## config.mk

```make
export PLATFORM = sky130hd
export DESIGN_NAME = linking_device_status_leds
export DESIGN_NICKNAME = d
export VERILOG_FILES = /design/src/core/linking_device_status_leds.v
export VERILOG_INCLUDE_DIRS = /design/src /design/src/core
export SDC_FILE = /design/constraint.sdc
export NUM_CORES = 1
export LEC_CHECK = 0
export BUFFER_PORTS_ARGS = -buffer_cell sky130_fd_sc_hd__buf_2
export CORE_UTILIZATION = 47
export CTS_BUF_LIST = sky130_fd_sc_hd__clkbuf_8
export CTS_CLUSTER_DIAMETER = 150
export DETAILED_ROUTE_END_ITERATION = 8
export PLACE_DENSITY = 0.67
export SYNTH_ARGS = -nofsm -noshare
export SYNTH_HDL_FRONTEND = slang
export SYNTH_SLANG_ARGS = --single-unit
```

## constraint.sdc

```tcl
create_clock -name clk_i -period 1.7 [get_ports clk_i]
set_clock_uncertainty 0.15 [all_clocks]
set_input_delay 0.34 -clock clk_i [delete_from_list [all_inputs] [get_ports clk_i]]
set_output_delay 0.34 -clock clk_i [all_outputs]
set_load 0.02 [all_outputs]
```

## src/core/status_led_regs.vh

```
// Timing and encoding constants for the status indicator logic
`ifndef STATUS_LED_REGS_VH
`define STATUS_LED_REGS_VH
`define CLK_HZ 10000000
`define TICK_US 1000
`define TICK_CYCLES ((`CLK_HZ / 1000000) * `TICK_US)
`define FLASH_HALF_MS 250
`define ERR_PULSE_MS 200
`define ERR_PAUSE_MS 1000
`define ERR_CODE_W 3
`define ERR_CODE_UNRECOV 3'h4
`define ERR_CODE_HOST 3'h3
`define ERR_CODE_FW 3'h2
`define ERR_CODE_RESET 3'h1
`define ERR_CODE_NOIP 3'h0
`define ERR_UNRECOV_FLASHES 4
`define MOD_OFF 3'h0
`define MOD_SELFTEST 3'h1
`define MOD_STANDBY 3'h2
`define MOD_OPER 3'h3
`define MOD_FAULT_REC 3'h4
`define MOD_FAULT_UNREC 3'h5
`endif

```

## src/core/linking_device_status_leds.v

```verilog
// Status indicator logic for the Ethernet-to-fieldbus linking device
`timescale 1ns/1ns
`default_nettype none
`include "status_led_regs.vh"
module linking_device_status_leds #(
  parameter PORTS = 2,
  parameter TICK_CYCLES = `TICK_CYCLES,
  parameter FLASH_HALF_TICKS = `FLASH_HALF_MS,
  parameter ERR_PULSE_TICKS = `ERR_PULSE_MS,
  parameter ERR_PAUSE_TICKS = `ERR_PAUSE_MS,
  parameter UNRECOV_FLASHES = `ERR_UNRECOV_FLASHES
) (
  input wire clk_i,
  input wire reset_n_i,
  input wire power_good_i,
  input wire flash_write_i,
  input wire no_ip_i,
  input wire reset_mode_i,
  input wire fw_error_i,
  input wire host_lost_i,
  input wire unrecov_error_i,
  input wire eth_tx_i,
  input wire eth_rx_i,
  input wire eth_link_i,
  input wire self_test_i,
  input wire self_test_pass_i,
  input wire net_configured_i,
  input wire major_rec_fault_i,
  input wire major_unrec_fault_i,
  input wire [PORTS-1:0] port_rx_i,
  input wire [PORTS-1:0] port_active_link_scheduler_i,
  input wire [PORTS-1:0] port_visitor_addr_i,
  input wire [PORTS-1:0] port_transient_err_i,
  input wire [PORTS-1:0] port_fatal_err_i,
  output reg power_led_o,
  output reg process_led_o,
  output reg error_led_o,
  output reg tx_led_o,
  output reg rx_led_o,
  output reg link_led_o,
  output reg mod_red_o,
  output reg mod_green_o,
  output reg [PORTS-1:0] port_red_o,
  output reg [PORTS-1:0] port_green_o
);

  localparam S_PULSE_ON = 2'h0;
  localparam S_PULSE_OFF = 2'h1;
  localparam S_PAUSE = 2'h2;

  // Pin-level inputs are asynchronous to clk_i, so all pass two flops
  // Reset clears both stages so no stale level reaches a lamp
  localparam NIN = 15 + 5 * PORTS;
  wire [NIN-1:0] raw_in;
  reg [NIN-1:0] sync1_ff;
  reg [NIN-1:0] sync2_ff;
  assign raw_in = {port_fatal_err_i, port_transient_err_i,
    port_visitor_addr_i, port_active_link_scheduler_i, port_rx_i,
    major_unrec_fault_i, major_rec_fault_i, net_configured_i,
    self_test_pass_i, self_test_i, eth_link_i, eth_rx_i, eth_tx_i,
    unrecov_error_i, host_lost_i, fw_error_i, reset_mode_i, no_ip_i,
    flash_write_i, power_good_i};

  always @(posedge clk_i) begin
    if (!reset_n_i) begin
      sync1_ff <= {NIN{1'b0}};
      sync2_ff <= {NIN{1'b0}};
    end else begin
      sync1_ff <= raw_in;
      sync2_ff <= sync1_ff;
    end
  end

  wire s_pwr = sync2_ff[0];
  wire s_flash = sync2_ff[1];
  wire s_noip = sync2_ff[2];
  wire s_rstmode = sync2_ff[3];
  wire s_fw = sync2_ff[4];
  wire s_host = sync2_ff[5];
  wire s_unrec = sync2_ff[6];
  wire s_tx = sync2_ff[7];
  wire s_rx = sync2_ff[8];
  wire s_link = sync2_ff[9];
  wire s_test = sync2_ff[10];
  wire s_pass = sync2_ff[11];
  wire s_cfg = sync2_ff[12];
  wire s_frec = sync2_ff[13];
  wire s_funrec = sync2_ff[14];
  wire [PORTS-1:0] s_prx = sync2_ff[15 +: PORTS];
  wire [PORTS-1:0] s_plas = sync2_ff[15 + PORTS +: PORTS];
  wire [PORTS-1:0] s_pvis = sync2_ff[15 + 2 * PORTS +: PORTS];
  wire [PORTS-1:0] s_ptr = sync2_ff[15 + 3 * PORTS +: PORTS];
  wire [PORTS-1:0] s_pfat = sync2_ff[15 + 4 * PORTS +: PORTS];

  // Millisecond tick from a divider keeps the whole block on one clock
  // Tick stays a one-cycle enable; every flash counter steps on it
  reg [15:0] div_ff;
  reg tick_ff;
  always @(posedge clk_i) begin
    if (!reset_n_i) begin
      div_ff <= 16'h0000;
      tick_ff <= 1'b0;
    end else if (div_ff == TICK_CYCLES[15:0] - 16'h0001) begin
      div_ff <= 16'h0000;
      tick_ff <= 1'b1;
    end else begin
      div_ff <= div_ff + 16'h0001;
      tick_ff <= 1'b0;
    end
  end

  // Shared blink phase for all plain flashing patterns
  // Limitation: every flashing module and port lamp shares this phase, so all blink together
  reg [15:0] blink_cnt_ff;
  reg blink_ff;
  always @(posedge clk_i) begin
    if (!reset_n_i) begin
      blink_cnt_ff <= 16'h0000;
      blink_ff <= 1'b0;
    end else if (tick_ff) begin
      if (blink_cnt_ff == FLASH_HALF_TICKS[15:0] - 16'h0001) begin
        blink_cnt_ff <= 16'h0000;
        blink_ff <= ~blink_ff;
      end else begin
        blink_cnt_ff <= blink_cnt_ff + 16'h0001;
      end
    end
  end

  // Priority: most severe error class wins when several are present
  reg [2:0] err_code;
  reg err_any;
  always @* begin
    err_code = `ERR_CODE_NOIP;
    err_any = 1'b1;
    if (s_unrec) begin
      err_code = `ERR_CODE_UNRECOV;
    end else if (s_host) begin
      err_code = `ERR_CODE_HOST;
    end else if (s_fw) begin
      err_code = `ERR_CODE_FW;
    end else if (s_rstmode) begin
      err_code = `ERR_CODE_RESET;
    end else if (s_noip) begin
      err_code = `ERR_CODE_NOIP;
    end else begin
      err_any = 1'b0;
    end
  end

  wire [3:0] flash_total = (err_code == `ERR_CODE_UNRECOV) ?
    UNRECOV_FLASHES[3:0] : {1'b0, err_code};

  // Error flash sequencer; the code is latched per sequence so it ends clean
  reg [1:0] err_st_ff;
  reg [15:0] err_cnt_ff;
  reg [3:0] flash_num_ff;
  reg [3:0] flash_goal_ff;
  reg err_lamp;
  always @(posedge clk_i) begin
    if (!reset_n_i) begin
      err_st_ff <= S_PAUSE;
      err_cnt_ff <= 16'h0000;
      flash_num_ff <= 4'h0;
      flash_goal_ff <= 4'h0;
    end else if (tick_ff) begin
      err_cnt_ff <= err_cnt_ff + 16'h0001;
      case (err_st_ff)
        S_PULSE_ON: begin
          if (err_cnt_ff == ERR_PULSE_TICKS[15:0] - 16'h0001) begin
            err_cnt_ff <= 16'h0000;
            err_st_ff <= S_PULSE_OFF;
          end
        end
        S_PULSE_OFF: begin
          if (err_cnt_ff == ERR_PULSE_TICKS[15:0] - 16'h0001) begin
            err_cnt_ff <= 16'h0000;
            flash_num_ff <= flash_num_ff + 4'h1;
            if (flash_num_ff + 4'h1 >= flash_goal_ff) begin
              err_st_ff <= S_PAUSE;
            end else begin
              err_st_ff <= S_PULSE_ON;
            end
          end
        end
        S_PAUSE: begin
          if (err_cnt_ff >= ERR_PAUSE_TICKS[15:0] - 16'h0001) begin
            err_cnt_ff <= 16'h0000;
            flash_num_ff <= 4'h0;
            flash_goal_ff <= flash_total;
            if (flash_total != 4'h0) begin
              err_st_ff <= S_PULSE_ON;
            end
          end
        end
        default: begin
          err_st_ff <= S_PAUSE;
          err_cnt_ff <= 16'h0000;
        end
      endcase
    end
  end

  // Code 0 lights at once; flashing codes follow the sequencer
  always @* begin
    err_lamp = 1'b0;
    if (err_any) begin
      if (flash_total == 4'h0) begin
        err_lamp = 1'b1;
      end else begin
        err_lamp = (err_st_ff == S_PULSE_ON);
      end
    end
  end

  // Module status state selection
  // Self-test shows while the test runs and until pass is seen, so a failed test never reads standby
  reg [2:0] mod_state;
  always @* begin
    mod_state = `MOD_OFF;
    if (!s_pwr) begin
      mod_state = `MOD_OFF;
    end else if (s_funrec) begin
      mod_state = `MOD_FAULT_UNREC;
    end else if (s_frec) begin
      mod_state = `MOD_FAULT_REC;
    end else if (s_test || !s_pass) begin
      mod_state = `MOD_SELFTEST;
    end else if (s_cfg) begin
      mod_state = `MOD_OPER;
    end else begin
      mod_state = `MOD_STANDBY;
    end
  end

  reg nxt_mod_red;
  reg nxt_mod_green;
  always @* begin
    nxt_mod_red = 1'b0;
    nxt_mod_green = 1'b0;
    case (mod_state)
      `MOD_SELFTEST: begin
        nxt_mod_red = blink_ff;
        nxt_mod_green = ~blink_ff;
      end
      `MOD_STANDBY: nxt_mod_green = blink_ff;
      `MOD_OPER: nxt_mod_green = 1'b1;
      `MOD_FAULT_REC: nxt_mod_red = blink_ff;
      `MOD_FAULT_UNREC: nxt_mod_red = 1'b1;
      default: begin
        nxt_mod_red = 1'b0;
        nxt_mod_green = 1'b0;
      end
    endcase
  end

  // Fatal error outranks the no-traffic off state so it is never hidden
  function [1:0] port_lamp;
    input fatal;
    input rx;
    input transient;
    input visitor;
    input sched;
    input blink;
    if (fatal) begin
      port_lamp = 2'b10;
    end else if (!rx) begin
      port_lamp = 2'b00;
    end else if (transient) begin
      port_lamp = {blink, 1'b0};
    end else if (visitor) begin
      port_lamp = {blink, ~blink};
    end else if (sched) begin
      port_lamp = 2'b01;
    end else begin
      port_lamp = {1'b0, blink};
    end
  endfunction

  wire [PORTS-1:0] nxt_port_red;
  wire [PORTS-1:0] nxt_port_green;
  genvar gi;
  generate
    for (gi = 0; gi < PORTS; gi = gi + 1) begin : g_port
      // Each port decodes only its own flags, so ports stay independent
      assign {nxt_port_red[gi], nxt_port_green[gi]} = port_lamp(
        s_pfat[gi], s_prx[gi], s_ptr[gi], s_pvis[gi], s_plas[gi], blink_ff);
    end
  endgenerate

  // Every lamp leaves a flop so no decode glitch reaches a pin
  always @(posedge clk_i) begin
    if (!reset_n_i) begin
      power_led_o <= 1'b0;
      process_led_o <= 1'b0;
      error_led_o <= 1'b0;
      tx_led_o <= 1'b0;
      rx_led_o <= 1'b0;
      link_led_o <= 1'b0;
      mod_red_o <= 1'b0;
      mod_green_o <= 1'b0;
      port_red_o <= {PORTS{1'b0}};
      port_green_o <= {PORTS{1'b0}};
    end else begin
      power_led_o <= s_pwr;
      process_led_o <= s_flash;
      error_led_o <= err_lamp;
      tx_led_o <= s_tx;
      rx_led_o <= s_rx;
      link_led_o <= s_link;
      mod_red_o <= nxt_mod_red;
      mod_green_o <= nxt_mod_green;
      port_red_o <= nxt_port_red;
      port_green_o <= nxt_port_green;
    end
  end

endmodule // linking_device_status_leds
`default_nettype wire

```

==> out/qor.yml <==
drt:
  via_per_inst: 4.97
  drt_first_pass_iters: 4
  drtIter0Drc: 189
  wirelength_um: 9950
  postRouteAntennaNets: 0
  wl_per_cell_um: 12.8
  vias: 3851
  drcViolationCount: 0
clocking:
  cts_buffers: 17
  cts_sinks: 121
  root_buffer: "clkbuf_8"
  clk_latency_ns: 0.42
  clk_pin_slew_worst_paths_ns: 0.08
  h-tree-depth: 4
  cts_tree: "yes"
  clock_path_buffers: 2
die:
  core-area_um2: 9770
  fp.dieW_um: 102
  die_h_um: 102
  die-area_um2: 10500
  rows: 36
  io-pin-count: 39
  start_util_pct: 48.4
global_routing:
  grt_pass1_vias: 3668
  grt_max_degree: 47
  grt_overflow: 0
  grt_pass1_wl_um: 16600
  antenna_found_initial: 0
  grt_usage_pct: 20.6
timing:
  finalWorstSetupSlack_ns: -0.188
  maxSlewHeadroom_pct: 46.6
  setup_viol: 25
  period_share_pct: 111
  tightest_slew_ns: 0.798
  fmax_ghz: 0.530
  rsz0062_at_grt: "true"
  fin_crit_ns: 1.89
  drv_slew: 0
  final_hold_viol_count: 0
run_status:
  violations: "negative setup slack"
  status: "finished, violations left"
power_and_ir_drop:
  p_per_area_nw_per_um2: 877
  fin_total_pwr_mw: 5.68
  p_int_mw: 4.35
  clockPowerShare_pct: 43.7
  p_switching_mw: 1.33
  combPwrFrac_pct: 4.8
  swShare_pct: 23.4
  peakVddDrop_mv: 0.660
  power.leakage_nw: 2.60
  power_frac_seq_pct: 51.5
setup_path:
  slowest_stage: "o311ai_4"
  critical_path_required_ns: 1.86
  critical-path-top-delay-family: "simple AND/OR/NAND/NOR gates"
  critPathKind: "reg -> reg"
  crit_arrival_ns: 2.05
  worst_setup_path_start_kind: "flop"
  crit_fanout: 5
  cp_num_buf_inv: 0
  max_stage_delay_ns: 0.42
  critPathCaptureType: "flop"
  path_cells: "nand4_1 > o311ai_4 > and3_4 > mux2i_1 > nor2_1"
  r2r_setup_slack_ns: -0.19
job:
  drv_cap: 0
synth:
  ys_types: 50
  avgSynthCellArea_um2: 9.38
  synth_area_um2: 4730
  yosys_warnings: 0
  synth-edff-count: 0
  ys.flop_type: "dfxtp_1"
  synth.net_count: 539
  seq_area_frac_synth_pct: 51.2
  ys_ff_latch: 121
  syn_inst: 504
  synthArstFlopShare_pct: 0
layout:
  n_antenna_cell: 0
  syn2layout_area_growth_pct: 37.0
  fin_util_pct: 66.3
  drive_gt1_share_pct: 29.3
  final_area_um2: 6480
  final_nets: 665
placed_design:
  post_dp_cell_area_um2: 5540
  hpwl_um: 6350
  place.gp.congestion: 0.802
  port_buffers: 38
min_path:
  hold_path_class: "reg -> reg"
## per-stage QoR
| step | setup TNS, ns | hold WS, ns | instances | setup WS [ns] |
|---|---|---|---|---|
| 4_1_cts | -2.41 | 0.262 | 771 | -0.145 |
| 3_5_place_dp | -2.80 | 0.268 | 713 | -0.180 |
| 2_1_floorplan | -1.05 | 0.262 | 504 | -0.0915 |
| 5_1_grt | -5.36 | 0.280 | 775 | -0.265 |
| 3_3_place_gp | -1.54 | 0.265 | 713 | -0.113 |
| 6_report | -3.35 | 0.277 | 775 | -0.188 |
## cell usage after synthesis (2+ instances only)
| master | count | area, um2 |
|---|---|---|
| o211ai_1 | 2 | 15.0 |
| a21o_1 | 2 | 15.0 |
| nand2_1 | 25 | 93.8 |
| o22ai_1 | 2 | 12.5 |
| a31oi_1 | 9 | 56.3 |
| xnor2_1 | 17 | 149 |
| nand4_1 | 16 | 100 |
| clkbuf_2 | 2 | 10.0 |
| and4_1 | 4 | 35.0 |
| nand3b_1 | 2 | 15.0 |
| and2_1 | 64 | 400 |
| a211oi_1 | 5 | 37.5 |
| dfxtp_1 | 121 | 2420 |
| o311ai_2 | 4 | 65.1 |
| nand2b_1 | 7 | 43.8 |
| mux2i_1 | 4 | 40.0 |
| a21oi_1 | 9 | 45.0 |
| clkbuf_1 | 14 | 52.6 |
| xor2_1 | 14 | 123 |
| o21ai_0 | 5 | 25.0 |
| inv_1 | 20 | 75.1 |
| buf_2 | 4 | 20.0 |
| ha_1 | 8 | 100 |
| nor2b_1 | 3 | 18.8 |
| nor4_1 | 6 | 37.5 |
| o31ai_1 | 7 | 52.6 |
| and3_1 | 6 | 37.5 |
| nor2_1 | 61 | 229 |
| nand3_1 | 31 | 155 |
| nor3_1 | 10 | 50.1 |
## per-layer routing
| metal | up-vias | track usage (%) | part of all wire, % |
|---|---|---|---|
| met5 | - | 0 | 0 |
| met4 | 0 | 10.9 | 1.8 |
| met2 | 70 | 33.2 | 49 |
| met1 | 1788 | 25.5 | 46 |
| met3 | 15 | 4.92 | 3.5 |
| li1 | 1978 | - | - |
## flip-flops by register name, indices dropped and copies added, names as in the netlist, 2 cells and up
signal,count
div_ff,16
port_green_o,2
port_red_o,2
blink_cnt_ff,16
sync1_ff,25
flash_num_ff,4
err_st_ff,2
err_cnt_ff,16
sync2_ff,25
flash_goal_ff,3
## area by class of cell
class,instances,area (um2)
clock inverters,14,149
inverters,20,75.1
multi-input cells,342,2440
clock buffers,17,234
fillers,749,3300
flip-flops and latches,121,2450
well taps,133,166
repair buffers,128,968
## path summary, 6_finish.rpt
kind	start	endpoint	depth (start not counted)
worst max-delay path	err_cnt_ff[8]	flash_goal_ff[0]	5
worst min-delay path	sync1_ff[21]	sync2_ff[21]	1
worst max register to register	err_cnt_ff[8]	flash_goal_ff[0]	5
worst min register to register	sync1_ff[21]	sync2_ff[21]	1
## what timing repair did
action	in CTS	in global routing
endpoints found under the setup margin	25	54
buffers inserted	2	4
resized for setup	19	38
hold buffers	25	0
pin swaps	9	13
endpoints found under the hold margin	25	0
## cell families after synthesis
kind of cell	count (synthesis)	share of synthesized area [%]
adders and majority gates	8	2.12
xor gates and xnor gates	31	5.74
and+or+nand+nor	244	27.7
DFF	121	51.2
buffers and inverters	41	3.57
muxes	4	0.847
AOI/OAI and AO/OA	55	8.81
## cell usage in the layout (no fill, tap or decap), drive strengths merged, types with 3 or more instances in the layout
cell type      n
xor2          14
ha             8
o21ai          5
buf          103
a21oi          9
and4           4
nand3         31
inv           26
nor3          10
nand4         17
a31oi          9
and3           6
dfxtp        121
clkinv         5
mux2i          4
dlygate4sd3   25
nor4           7
and2          64
o311ai         6
o31ai          7
a211oi         5
nor2          61
xnor2         17
nand2         25
nand2b         7
clkbuf        17
nor2b          3
## power by group through the flow
| stage | combinational [mW] | clock (mW) | sequential (mW) |
|---|---|---|---|
| finish | 0.270 | 2.48 | 2.93 |
| global route | 0.297 | 2.68 | 2.93 |
| CTS | 0.259 | 2.53 | 2.93 |
| detailed placement | 0.210 | 0 | 3.00 |
| global placement | 0.205 | 0 | 2.99 |
| floorplan | 0.108 | 0 | 3.00 |
(Power assumes the default switching activity.)
